==> src/shared/oc_retry_pkg.sv <==
package oc_retry_pkg;

    // ****************************************
    // Timing
    // ****************************************
    // Clock period and delay time base, in picoseconds
    localparam int unsigned CLOCK_PERIOD_PS = 4000;
    localparam int unsigned TIME_UNIT_PS = 1000000000;
    localparam int unsigned MS_CYCLES = (TIME_UNIT_PS + CLOCK_PERIOD_PS - 1) / CLOCK_PERIOD_PS;
    localparam int unsigned TIMER_W = 16;

    // ****************************************
    // Response byte layout and codes
    // ****************************************
    localparam int unsigned ACTION_LSB = 6;
    localparam int unsigned RETRY_LSB = 3;
    localparam int unsigned DELAY_LSB = 0;
    localparam logic [7:0] RESP_RESET = 8'hC0;
    localparam logic [1:0] ACT_IGNORE = 2'h0;
    localparam logic [1:0] ACT_RETRY = 2'h3;
    localparam logic [2:0] RETRY_NONE = 3'h0;
    localparam logic [2:0] RETRY_FOREVER = 3'h7;

    // Delay unit field codes as a shift of the 1 ms base
    localparam logic [3:0] SHIFT_1MS = 4'h0;
    localparam logic [3:0] SHIFT_4MS = 4'h2;
    localparam logic [3:0] SHIFT_16MS = 4'h4;
    localparam logic [3:0] SHIFT_256MS = 4'h8;

    // Response byte fields, bit 7 first
    typedef struct packed {
        logic [1:0] action;
        logic [2:0] retries;
        logic [2:0] delay;
    } resp_t;

    typedef enum logic [2:0] {
        ST_STOPPED,
        ST_RUN,
        ST_LIMIT,
        ST_OFF_WAIT,
        ST_LATCHED
    } seq_state_t;

endpackage

==> src/overcurrent_fault_retry_sequencer.sv <==
module overcurrent_fault_retry_sequencer #(
    parameter int unsigned MS_CYCLES_P = oc_retry_pkg::MS_CYCLES
) (
    input wire logic clock,
    input wire logic rst_n,
    input wire logic fast_oc_pin,
    input wire logic [1:0] iout_delay_unit,
    input wire logic resp_wr,
    input wire logic [7:0] resp_wdata,
    input wire logic output_on,
    input wire logic bias_ok,
    input wire logic other_shutdown,
    input wire logic fault_clear,
    output logic [7:0] resp_rdata,
    output logic output_enable,
    output logic current_limit,
    output logic fault_status,
    output logic fault_notify,
    output logic restart_pulse,
    output logic latched_off,
    output logic [2:0] attempts
);

    localparam int PW = (MS_CYCLES_P > 1) ? $clog2(MS_CYCLES_P) : 1;
    localparam int TW = oc_retry_pkg::TIMER_W;

    if (MS_CYCLES_P < 2) begin : g_bad_ms
        $error("MS_CYCLES_P must be at least 2");
    end

    // ****************************************
    // Pin synchroniser and millisecond tick
    // ****************************************
    logic fault_meta;
    logic fault_sync;
    logic fault_prev;
    logic [PW-1:0] presc;
    logic [PW-1:0] next_presc;
    logic ms_tick;
    logic next_ms_tick;

    // Two flops before the comparator level is used
    always_ff @(posedge clock) begin
        if (!rst_n) begin
            fault_meta <= 1'b0;
            fault_sync <= 1'b0;
            fault_prev <= 1'b0;
        end else begin
            fault_meta <= fast_oc_pin;
            fault_sync <= fault_meta;
            fault_prev <= fault_sync;
        end
    end

    // Prescaler for the 1 ms base
    always_comb begin
        next_ms_tick = (presc == PW'(MS_CYCLES_P - 1));
        next_presc = next_ms_tick ? '0 : presc + PW'(1);
    end

    always_ff @(posedge clock) begin
        if (!rst_n) begin
            presc <= '0;
            ms_tick <= 1'b0;
        end else begin
            presc <= next_presc;
            ms_tick <= next_ms_tick;
        end
    end

    // ****************************************
    // Response register and delay decode
    // ****************************************
    oc_retry_pkg::resp_t cfg;
    logic [7:0] next_resp;
    logic [3:0] unit_shift;
    logic [3:0] total_shift;
    logic [TW-1:0] delay_ms;

    assign cfg = oc_retry_pkg::resp_t'(resp_rdata);

    always_comb begin
        next_resp = resp_wr ? resp_wdata : resp_rdata;
        unique case (iout_delay_unit)
            2'h0: unit_shift = oc_retry_pkg::SHIFT_1MS;
            2'h1: unit_shift = oc_retry_pkg::SHIFT_4MS;
            2'h2: unit_shift = oc_retry_pkg::SHIFT_16MS;
            2'h3: unit_shift = oc_retry_pkg::SHIFT_256MS;
        endcase
        total_shift = 4'({1'b0, cfg.delay}) + unit_shift;
        delay_ms = TW'(1) << total_shift;
    end

    always_ff @(posedge clock) begin
        if (!rst_n) begin
            resp_rdata <= oc_retry_pkg::RESP_RESET;
        end else begin
            resp_rdata <= next_resp;
        end
    end

    // ****************************************
    // Fault sequencer
    // ****************************************
    oc_retry_pkg::seq_state_t state;
    oc_retry_pkg::seq_state_t next_state;
    logic [TW-1:0] hold_cnt;
    logic [TW-1:0] next_hold_cnt;
    logic [TW-1:0] space_cnt;
    logic [TW-1:0] next_space_cnt;
    logic [2:0] next_attempts;
    logic next_enable;
    logic next_status;
    logic next_notify;
    logic next_restart;
    logic stop;
    logic used_up;

    always_comb begin
        // off, bias loss or other fault
        stop = !output_on || !bias_ok || other_shutdown;
        used_up = (cfg.retries != oc_retry_pkg::RETRY_FOREVER) && (attempts == cfg.retries);
        next_state = state;
        next_attempts = attempts;
        next_enable = output_enable;
        next_restart = 1'b0;
        next_hold_cnt = (ms_tick && hold_cnt != '0) ? hold_cnt - TW'(1) : hold_cnt;
        next_space_cnt = (ms_tick && space_cnt != '0) ? space_cnt - TW'(1) : space_cnt;
        next_notify = fault_sync && !fault_prev;
        next_status = next_notify || (fault_status && !fault_clear);
        unique case (state)
            oc_retry_pkg::ST_STOPPED: begin
                next_state = oc_retry_pkg::ST_RUN;
                next_enable = 1'b1;
            end
            oc_retry_pkg::ST_RUN: begin
                if (fault_sync && cfg.action != oc_retry_pkg::ACT_IGNORE) begin
                    next_state = oc_retry_pkg::ST_LIMIT;
                    next_hold_cnt = delay_ms;
                end
            end
            oc_retry_pkg::ST_LIMIT: begin
                if (!fault_sync) begin
                    next_state = oc_retry_pkg::ST_RUN;
                end else if (hold_cnt == '0) begin
                    next_enable = 1'b0;
                    if (used_up) begin
                        next_state = oc_retry_pkg::ST_LATCHED;
                    end else begin
                        next_state = oc_retry_pkg::ST_OFF_WAIT;
                        if (attempts == 3'h0) begin
                            next_space_cnt = delay_ms;
                        end
                    end
                end
            end
            oc_retry_pkg::ST_OFF_WAIT: begin
                if (space_cnt == '0) begin
                    next_state = oc_retry_pkg::ST_RUN;
                    next_enable = 1'b1;
                    next_restart = 1'b1;
                    next_space_cnt = delay_ms;
                    if (attempts != 3'h7) begin
                        next_attempts = attempts + 3'h1;
                    end
                end
            end
            oc_retry_pkg::ST_LATCHED: begin
                next_enable = 1'b0;
            end
        endcase
        // fresh sequence after clear or off
        if (stop) begin
            next_state = oc_retry_pkg::ST_STOPPED;
            next_enable = 1'b0;
            next_restart = 1'b0;
            next_attempts = 3'h0;
            next_hold_cnt = '0;
            next_space_cnt = '0;
        end else if (fault_clear) begin
            next_state = oc_retry_pkg::ST_RUN;
            next_enable = 1'b1;
            next_restart = 1'b0;
            next_attempts = 3'h0;
            next_hold_cnt = '0;
            next_space_cnt = '0;
        end
    end

    always_ff @(posedge clock) begin
        if (!rst_n) begin
            state <= oc_retry_pkg::ST_STOPPED;
            hold_cnt <= '0;
            space_cnt <= '0;
            attempts <= 3'h0;
            output_enable <= 1'b0;
            current_limit <= 1'b0;
            fault_status <= 1'b0;
            fault_notify <= 1'b0;
            restart_pulse <= 1'b0;
            latched_off <= 1'b0;
        end else begin
            state <= next_state;
            hold_cnt <= next_hold_cnt;
            space_cnt <= next_space_cnt;
            attempts <= next_attempts;
            output_enable <= next_enable;
            current_limit <= next_enable && fault_sync;
            fault_status <= next_status;
            fault_notify <= next_notify;
            restart_pulse <= next_restart;
            latched_off <= (next_state == oc_retry_pkg::ST_LATCHED);
        end
    end
endmodule

==> config.mk <==
export PLATFORM = sky130hd
export DESIGN_NAME = overcurrent_fault_retry_sequencer
export DESIGN_NICKNAME = d
export VERILOG_FILES = /design/src/shared/oc_retry_pkg.sv /design/src/overcurrent_fault_retry_sequencer.sv
export SDC_FILE = /design/constraint.sdc
export NUM_CORES = 1
export LEC_CHECK = 0
export BUFFER_PORTS_ARGS = -buffer_cell sky130_fd_sc_hd__buf_2
export CELL_PAD_IN_SITES_DETAIL_PLACEMENT = 1
export CELL_PAD_IN_SITES_GLOBAL_PLACEMENT = 1
export CORE_AREA = 2 2 101 103
export DETAILED_ROUTE_END_ITERATION = 8
export DIE_AREA = 0 0 103 105
export GPL_TIMING_DRIVEN = 0
export PLACE_DENSITY_LB_ADDON = 0.1
export SLEW_MARGIN = 0
export SYNTH_ARGS = -nofsm -noshare
export SYNTH_HDL_FRONTEND = slang
export SYNTH_SLANG_ARGS = --single-unit
==> constraint.sdc <==
create_clock -name clock -period 2.5 [get_ports clock]
set_input_delay 0.5 -clock clock [delete_from_list [all_inputs] [get_ports clock]]
set_output_delay 0.5 -clock clock [all_outputs]
set_load 0.01 [all_outputs]
==> results of run 1 <==
[final timing paths]
check	endpoint	slack, ns	depth (start not counted)
max	space_cnt[11]	0.07	5
max reg2reg	space_cnt[11]	0.07	5
min reg2reg	fault_notify	0.41	1
min	fault_meta	0.36	2
[worst reg2reg max path: stages (launching register included)]
cell and delay (ns):
dfxtp_2 0.42, or4b_4 0.53, or4_1 0.50, or4_1 0.46, o311a_1 0.32, nor3_2 0.14
[cells by family after synthesis]
kind of cell             share of synthesized area [%]
AND/OR/NAND/NOR                                   30.2
multiplexers                                      2.92
XOR/XNOR                                          10.5
buffers and inverters                             2.92
adder cells (fa/ha/maj)                           2.85
flip-flops                                        39.3
AO/OA/AOI/OAI                                     11.4
[final cells by class]
class | instances | area, um^2
sequential | 74 | 1480
buffer | 16 | 63.8
multi-input combinational | 345 | 2240
inverter | 12 | 45.0
clock buffer | 12 | 165
timing repair buffer | 38 | 203
clock inverter | 3 | 23.8
fill | 1203 | 5250
tap | 133 | 166
[through the flow]
step	total power (uW)	hold WS, ns	TNS (ns)	util, %	setup WS (ns)
global placement	1370	0.392	-3.69	42.5	-0.268
floorplan	1310	0.379	0	-	0.275
CTS	2280	0.336	-0.0274	44.8	-0.0274
global route	2340	0.356	0	45.5	0.0169
finish	2250	0.356	0	45.5	0.0715
detailed placement	1370	0.398	-4.20	42.5	-0.265
[registers in the layout, summed over array words and instances, names as in the netlist]
register and flops:
hold_cnt 16, current_limit 1, resp_rdata 8, ms_tick 1, fault_meta 1, fault_notify 1
fault_prev 1, latched_off 1, restart_pulse 1, attempts 3, space_cnt 16, state 3
fault_sync 1, output_enable 1, fault_status 1, presc 18
[Yosys cell counts, types with 2 or more instances]
cell type  count  area [um^2]
nor3_1        22          110
and2_1         6         37.5
nor2_1        73          274
a21oi_1       12         60.1
nand2_1       35          131
a211oi_1      20          150
o2111a_1       2         22.5
nor4_1        10         62.6
mux2i_1       11          110
nand3b_1       4         30.0
o211ai_1       3         22.5
o2111ai_1      2         17.5
a31oi_1        2         12.5
nand3_1       10         50.1
and4_1         2         17.5
nand2b_1       5         31.3
xor2_1        18          158
nor4b_1        4         35.0
or2_2          2         12.5
nand4_1        7         43.8
nor2b_1       14         87.6
inv_1         12         45.0
o21ai_0        7         35.0
ha_1           7         87.6
xnor2_1       27          236
or4_1          6         45.0
dfxtp_1       74         1480
clkbuf_1      15         56.3
and3_1         4         25.0
or3_1          6         37.5
nor3b_1        3         22.5
[per-layer routing]
metal	wire, um	vias to the layer above	global-route usage (%)
met5	0	-	0
met4	153	0	6.20
met3	314	13	5.35
met2	4880	39	32.9
met1	5020	1661	26.8
li1	-	1672	-
[timing repair]
item,CTS,global route
setup endpoints to repair,22,21
gates resized for setup,8,9
setup buffers,0,5
pin swaps,1,2
hold buffers,0,0
[power by group through the flow]
stage	Sequential, uW	Combinational [uW]	Clock [uW]
floorplan	1240	77.9	0
global placement	1230	133	0
detailed placement	1230	136	0
CTS	1210	137	936
global route	1210	153	976
finish	1210	136	906
==> out/results.txt, run 1 <==
Outcome: complete, no violations
Cts bufs inserted: 9
Placed cell area: 4100 um^2
Clock tree from TritonCTS: built
Syn Area/Cell: 8.41 um^2
Commonest non-fill, non-tap cell in the layout: dfxtp_1
FFs w/ async S/R, synth: 0%
Number of flops mapped to enable cells by yosys: 0
Dpl hpwl: 7.62 mm
Crit-path max FO: 8
Worst slew margin: 53.5%
Number of DRC markers in iteration 0: 68
Layout Cells excl Fill: 633
Via density per instance: 5.35
Worst path max stage delay: 0.53 ns
FF-to-FF Start: ms_tick
Post-synth top flop: dfxtp_1
Worst path required time: 2.80 ns
Slowest CP cell: or4b_4
Area Growth Syn to Fin: 16.4%
Worst skew pair latency: 0.37 ns
Hold WC Path Type: input port to flip-flop
Layout Nets: 522
Combinational fraction of design power: 6.1%
Largest net degree at the start of global routing: 13
ANT cells: 0
FF+latch count, synth: 74
Inst Count DP: 614
Nature of the critical path endpoint: flip-flop
Clk network pwr share: 40.3%
GRT overflow: 0
Via count: 3385
Effective utilization at floorplan: 39.1%
Sw Ratio: 25.1%
Distinct cells, synth: 54
Placeable Area: 9640 um^2
Mapped cell area: 3770 um^2
First-pass detailed-route iteration total: 4
Crit path buffers/inverters: 0
Crit path time final: 2.43 ns
Int Power: 1680 uW
Arrival time at the worst endpoint: 2.73 ns
P per Cell Area: 512 nW/um^2
Most frequent cells in the layout: dfxtp_1 (73), nor2_1 (71), nand2_1 (35), buf_2 (35), xnor2_1 (27)
Final setup viols: 0
Vias in the first global route: 3452
Worst-Margin Slew: 0.697 ns
Sequential power share: 53.6%
Element type at the critical path start: flip-flop
Post-synthesis sequential area ratio: 39.3%
Antenna viol nets, final: 0
Cell mode on critical path: or4_1
Clock root buffer: clkbuf_8
Die height: 105 um
Largest delay share family, worst path: simple AND/OR/NAND/NOR gates
Reg clk slew, reported paths: 0.08 ns
Leak: 0.00163 uW
Sw power: 565 uW
Critical path, cell by cell: or4b_4, or4_1, or4_1, o311a_1, nor3_2
Top Ports: 35
GRT Overall Usage: 20.5%
Drt drc: 0
Mapped Nets: 474
Finished Cell Area: 4390 um^2
Max VDD drop: 406 uV
Unrepaired setup endpoints after global routing: false
Total routed wirelength: 10.4 mm
Clk_skew: 0.0126 ns
CTS Buffer Depth: 2
Hold path startpoint: fast_oc_pin
Worst Setup Path Type: flip-flop to flip-flop
Die area: 10800 um^2
Wire length of the first global-routing pass: 17.1 mm
Synth warn: 0
Syn Inst Count: 448
Routability Congestion: 0.801
Max_cap viols: 0
Initial antenna violation count: 0
Final Max Tran Viols: 0
Worst Setup SP: ms_tick
Tcrit/Tclk final: 97.1%
Site Rows: 36
FMAX: 412 MHz
Die Wd: 103 um
Fin. Hold Viols: 0
Clock Sinks: 74
Share of layout cells above drive strength 1: 15.4%
Wire length per cell: 16.4 um
IO buf count: 33
H-tree levels: 3
(Power assumes the default switching activity.)
==> inputs of run 2 (changes only) <==
--- a/config.mk
+++ b/config.mk
@@ -5,12 +5,12 @@
 export SDC_FILE = /design/constraint.sdc
 export NUM_CORES = 1
 export LEC_CHECK = 0
-export BUFFER_PORTS_ARGS = -buffer_cell sky130_fd_sc_hd__buf_2
 export CELL_PAD_IN_SITES_DETAIL_PLACEMENT = 1
 export CELL_PAD_IN_SITES_GLOBAL_PLACEMENT = 1
 export CORE_AREA = 2 2 101 103
 export DETAILED_ROUTE_END_ITERATION = 8
 export DIE_AREA = 0 0 103 105
+export DONT_BUFFER_PORTS = 1
 export GPL_TIMING_DRIVEN = 0
 export PLACE_DENSITY_LB_ADDON = 0.1
 export SLEW_MARGIN = 0
==> constraint.sdc (replaced) <==
create_clock -name clock -period 2.5 [get_ports clock]
set_input_delay 0.5 -clock clock [delete_from_list [all_inputs] [get_ports clock]]
set_output_delay 0.5 -clock clock [all_outputs]
set_load 0.005 [all_outputs]
==> run 2 against run 1 <==
Critical path depth stayed put. Flip-flop and latch count unchanged. Register-to-register slack better by 0.03 ns. Wire length down 3.1%. Critical endpoint unchanged. Fmax increased by 1.1%.
==> out/results.txt, run 2 (synthesis gave the netlist of run 1 again) <==
Largest delay share family, worst path: simple AND/OR/NAND/NOR gates
Hold WC Path Type: input port to flip-flop
Clock Sinks: 74
Slowest CP cell: or4b_4
Tcrit/Tclk final: 96.1%
Max reg flops: 18
Hold buffers post-CTS: 0
Fillcell total: 1189
Via count: 3228
Total routed wirelength: 10.0 mm
Final Max Tran Viols: 0
Worst path required time: 2.80 ns
RR Endpoint: space_cnt[11]
P per Cell Area: 558 nW/um^2
Drt drc: 0
Most frequent cells in the layout: nor2_1 (73), dfxtp_1 (73), nand2_1 (35), xnor2_1 (27), a211oi_1 (20)
Layout Nets: 488
Effective utilization at floorplan: 39.1%
Site Rows: 36
Via density per instance: 5.38
Fin. Hold Viols: 0
Element type at the critical path start: flip-flop
Reg clk slew, reported paths: 0.08 ns
Crit-path max FO: 8
Vias in the first global route: 3288
Antenna viol nets, final: 0
FF-to-FF Start: ms_tick
Die height: 105 um
Routability Congestion: 0.805
Number of DRC markers in iteration 0: 91
Outcome: complete, no violations
CP Depth: 5
R2R cell count: 5
Unrepaired setup endpoints after global routing: true
Area of the multi-input gates: 2240 um^2
Placeable Area: 9640 um^2
FMAX: 416 MHz
Worst slew margin: 52.6%
Crit path buffers/inverters: 0
Clock tree from TritonCTS: built
Share of layout cells above drive strength 1: 9.42%
Biggest register: presc
Biggest regs: presc x18, hold_cnt x16, space_cnt x16
Wire length of the first global-routing pass: 16.4 mm
GRT Overall Usage: 19.7%
Worst-Margin Slew: 0.711 ns
Initial antenna violation count: 0
Arrival time at the worst endpoint: 2.70 ns
Wire length per cell: 16.7 um
CTS Buffer Depth: 2
ANT cells: 0
Leak: 0.00150 uW
First-pass detailed-route iteration total: 4
Crit path time final: 2.40 ns
Top Ports: 35
CP endpoint: space_cnt[11]
Hold slack final: 0.263 ns
Worst skew pair latency: 0.36 ns
Die Wd: 103 um
Critical path, cell by cell: or4b_4, or4_1, or4_1, o311a_1, nor3_2
Cts bufs inserted: 9
Worst Setup SP: ms_tick
Die area: 10800 um^2
Worst Setup Path Type: flip-flop to flip-flop
IO buf count: 0
Reg area: 1480 um^2
Clk_skew: 0.00889 ns
R2R Setup Slk: 0.1 ns
Worst path max stage delay: 0.53 ns
Max_cap viols: 0
Max VDD drop: 312 uV
Dpl hpwl: 7.42 mm
Clock root buffer: clkbuf_8
Nature of the critical path endpoint: flip-flop
Largest net degree at the start of global routing: 14
Final setup viols: 0
GRT overflow: 0
H-tree levels: 3
Fin util: 44.1%
Area Growth Syn to Fin: 12.7%
Cell mode on critical path: or4_1
-- run 2: cell count changes in the layout (fill, tap and decap cells not counted), sizes merged --
cell	previous run	this run
clkinv	1	2
bufinv	0	2
clkinvlp	2	1
clkbuf	25	24
buf	41	6
inv	12	13
-- run 2: layer usage --
layer / wire length [um] / track usage [%] / vias up
li1: - / - / 1607
met1: 5000 / 27.4 / 1562
met2: 4540 / 29.4 / 42
met3: 270 / 3.81 / 17
met4: 232 / 8.36 / 0
met5: 0 / 0 / -
-- run 2: repair_timing --
action / in CTS / in global routing
buffers inserted: 1 / 3
gates resized for setup: 8 / 11
pin swaps: 2 / 2
hold endpoints to repair: 0 / 0
endpoints found under the setup margin: 23 / 20
-- run 2: worst min-delay path by stage --
stage | start | to | depth (start not counted)
3_5_place_dp | fault_prev | fault_notify | 1
2_1_floorplan | fault_prev | fault_notify | 1
5_1_grt | resp_wdata[6] | resp_rdata[6] | 2
6_report | resp_wdata[6] | resp_rdata[6] | 2
4_1_cts | resp_wdata[6] | resp_rdata[6] | 2
3_3_place_gp | fault_prev | fault_notify | 1
-- run 2: report_power, final --
group	total, uW	switching (uW)	internal [uW]
logic	105	67.7	37.3
registers	1210	15.5	1190
clock network	1050	489	566
total	2370	572	1800
-- run 2: worst reg2reg max path, cell delays in order, from the launching register on --
cell	delay, ns
dfxtp_2	0.43
or4b_4	0.54
or4_1	0.47
or4_1	0.45
o311a_1	0.32
nor3_2	0.14
-- run 2: final cells by class --
type,instances,area share [%]
Timing Repair Buffer,4,0.707
Buffer,16,1.50
Sequential cell,74,34.9
Clock inverter,6,2.12
Inverter,12,1.06
Multi-Input combinational cell,345,52.8
Tap cell,133,3.92
Clock buffer,10,3.00
-- run 2: stage by stage --
stage          cells  instance area, um^2  TNS, ns  power, uW  setup slack, ns
4_1_cts          598                 4190        0       2390          0.00228
5_1_grt          600                 4250  -0.0175       2460          -0.0175
3_3_place_gp     581                 3940    -4.17       1340           -0.255
6_report         600                 4250        0       2370           0.0979
3_5_place_dp     581                 3940    -5.18       1340           -0.308
2_1_floorplan    448                 3770        0       1310            0.275
==> inputs of run 3 (changes only) <==
--- a/config.mk
+++ b/config.mk
@@ -7,9 +7,9 @@
 export LEC_CHECK = 0
 export CELL_PAD_IN_SITES_DETAIL_PLACEMENT = 1
 export CELL_PAD_IN_SITES_GLOBAL_PLACEMENT = 1
-export CORE_AREA = 2 2 101 103
+export CORE_AREA = 2 2 92 94
 export DETAILED_ROUTE_END_ITERATION = 8
-export DIE_AREA = 0 0 103 105
+export DIE_AREA = 0 0 94 96
 export DONT_BUFFER_PORTS = 1
 export GPL_TIMING_DRIVEN = 0
 export PLACE_DENSITY_LB_ADDON = 0.1
==> run 3 against run 2 <==
First-iteration DRC count is 25% lower. Critical path depth did not move. Die area decreased by 17%. Highest routed layer unchanged.
==> out/results.txt, run 3 (synthesis gave the netlist of run 1 again) <==
Outcome: complete, no violations
Hold path startpoint: fast_oc_pin
Max reg flops: 18
Die area: 9020 um^2
Share of layout cells above drive strength 1: 8.99%
Layout Nets: 489
Final setup viols: 0
Routability Congestion: 0.883
Wire length of the first global-routing pass: 16.8 mm
Worst Setup Path Type: flip-flop to flip-flop
ANT cells: 0
Max_cap viols: 0
Effective utilization at floorplan: 46.8%
Cell mode on critical path: or4_1
Hold WC Path Type: input port to flip-flop
Total routed wirelength: 10.0 mm
Top Ports: 35
GRT Overall Usage: 24.3%
Biggest register: presc
Largest delay share family, worst path: simple AND/OR/NAND/NOR gates
Leak: 0.00148 uW
Hold buffers post-CTS: 0
Die height: 96 um
Inst Count DP: 553
Fillcell total: 973
Worst skew pair latency: 0.36 ns
Worst-Margin Slew: 0.652 ns
Nature of the critical path endpoint: flip-flop
Placeable Area: 8050 um^2
Crit-path max FO: 8
Layout Cells excl Fill: 572
CTS Buffer Depth: 2
Crit path buffers/inverters: 0
Biggest regs: presc x18, hold_cnt x16, space_cnt x16
Crit path time final: 2.42 ns
Worst path max stage delay: 0.53 ns
Largest net degree at the start of global routing: 13
Antenna viol nets, final: 0
Clock root buffer: clkbuf_8
FF-to-FF Start: ms_tick
Sw Ratio: 24.2%
Wire length per cell: 17.5 um
Cts bufs inserted: 9
Number of DRC markers in iteration 0: 68
Max VDD drop: 397 uV
Die Wd: 94 um
First-pass detailed-route iteration total: 4
Initial antenna violation count: 0
Element type at the critical path start: flip-flop
Clock tree from TritonCTS: built
Sequential power share: 53.6%
Critical path, cell by cell: or4b_4, or4_1, or4_1, o311a_1, nor3_2
Slowest CP cell: or4b_4
Area Growth Syn to Fin: 10.7%
Clk network pwr share: 41.8%
Worst path required time: 2.78 ns
Via count: 3291
Commonest non-fill, non-tap cell in the layout: dfxtp_1
IO buf count: 0
Tcrit/Tclk final: 96.7%
Site Rows: 33
H-tree levels: 3
Fin util: 51.8%
Worst Setup SP: ms_tick
Int Power: 1710 uW
Arrival time at the worst endpoint: 2.70 ns
P per Cell Area: 541 nW/um^2
Via density per instance: 5.75
Worst slew margin: 56.5%
FMAX: 414 MHz
Sw power: 547 uW
Most frequent cells in the layout: dfxtp_1 (73), nor2_1 (72), nand2_1 (35), xnor2_1 (27)
Combinational fraction of design power: 4.6%
Vias in the first global route: 3391
Setup TNS Final: 0 ns
Clock Sinks: 74
Clk_skew: 0.0137 ns
Dpl hpwl: 7.40 mm
Fin. Hold Viols: 0
Final Max Tran Viols: 0
Reg clk slew, reported paths: 0.08 ns
Drt drc: 0
GRT overflow: 0
==> run 3: power by group through the flow <==
stage	clock, uW	combinational [uW]	sequential (uW)
floorplan	0	78.0	1230
global placement	0	100	1240
detailed placement	0	104	1240
CTS	962	104	1210
global route	1020	119	1210
finish	943	104	1210
==> run 3: per-stage QoR <==
step	total power, uW	area, um^2	setup slack [ns]	hold slack, ns
6_report	2260	4170	0.0836	0.276
5_1_grt	2350	4170	-0.0388	0.274
4_1_cts	2280	4120	0.000154	0.272
3_5_place_dp	1340	3900	-0.200	0.398
3_3_place_gp	1340	3900	-0.116	0.392
2_1_floorplan	1310	3770	0.275	0.379
==> run 3: layout make-up <==
| class | count | area, um^2 | area share [%] |
|---|---|---|---|
| inverter | 12 | 45.0 | 1.08 |
| clock inverter | 5 | 55.1 | 1.32 |
| timing repair buffer | 5 | 37.5 | 0.899 |
| sequential | 74 | 1480 | 35.5 |
| tap | 105 | 131 | 3.15 |
| clock buffer | 10 | 138 | 3.30 |
| multi-input combinational | 345 | 2220 | 53.1 |
| buffer | 16 | 66.3 | 1.59 |
==> run 3: what timing repair did <==
action                                  4_1_cts  5_1_grt
resized for setup                             4       14
setup buffers                                 1        4
endpoints found under the setup margin       22       22
pin swaps                                     1        3
hold endpoints to repair                      0        0
==> run 3: worst paths after layout <==
kind              cells past startpoint  slack (ns)             to
hold / removal                        1        0.28     fault_meta
hold reg to reg                       1        0.40   fault_notify
setup reg to reg                      5        0.08  space_cnt[11]
setup / recovery                      5        0.08  space_cnt[11]
==> run 3: per-layer routing <==
metal  GRT usage, %  vias up  share of wire, %
li1               -     1609                 -
met1           30.7     1619                46
met2           40.9       49                49
met3           5.40       14               3.4
met4           8.45        0               1.6
met5              0        -                 0
==> run 3: worst reg2reg max path, cell delays in order (launching register included) <==
cell	delay, ns
dfxtp_2	0.43
or4b_4	0.53
or4_1	0.46
or4_1	0.46
o311a_1	0.32
nor3_2	0.14
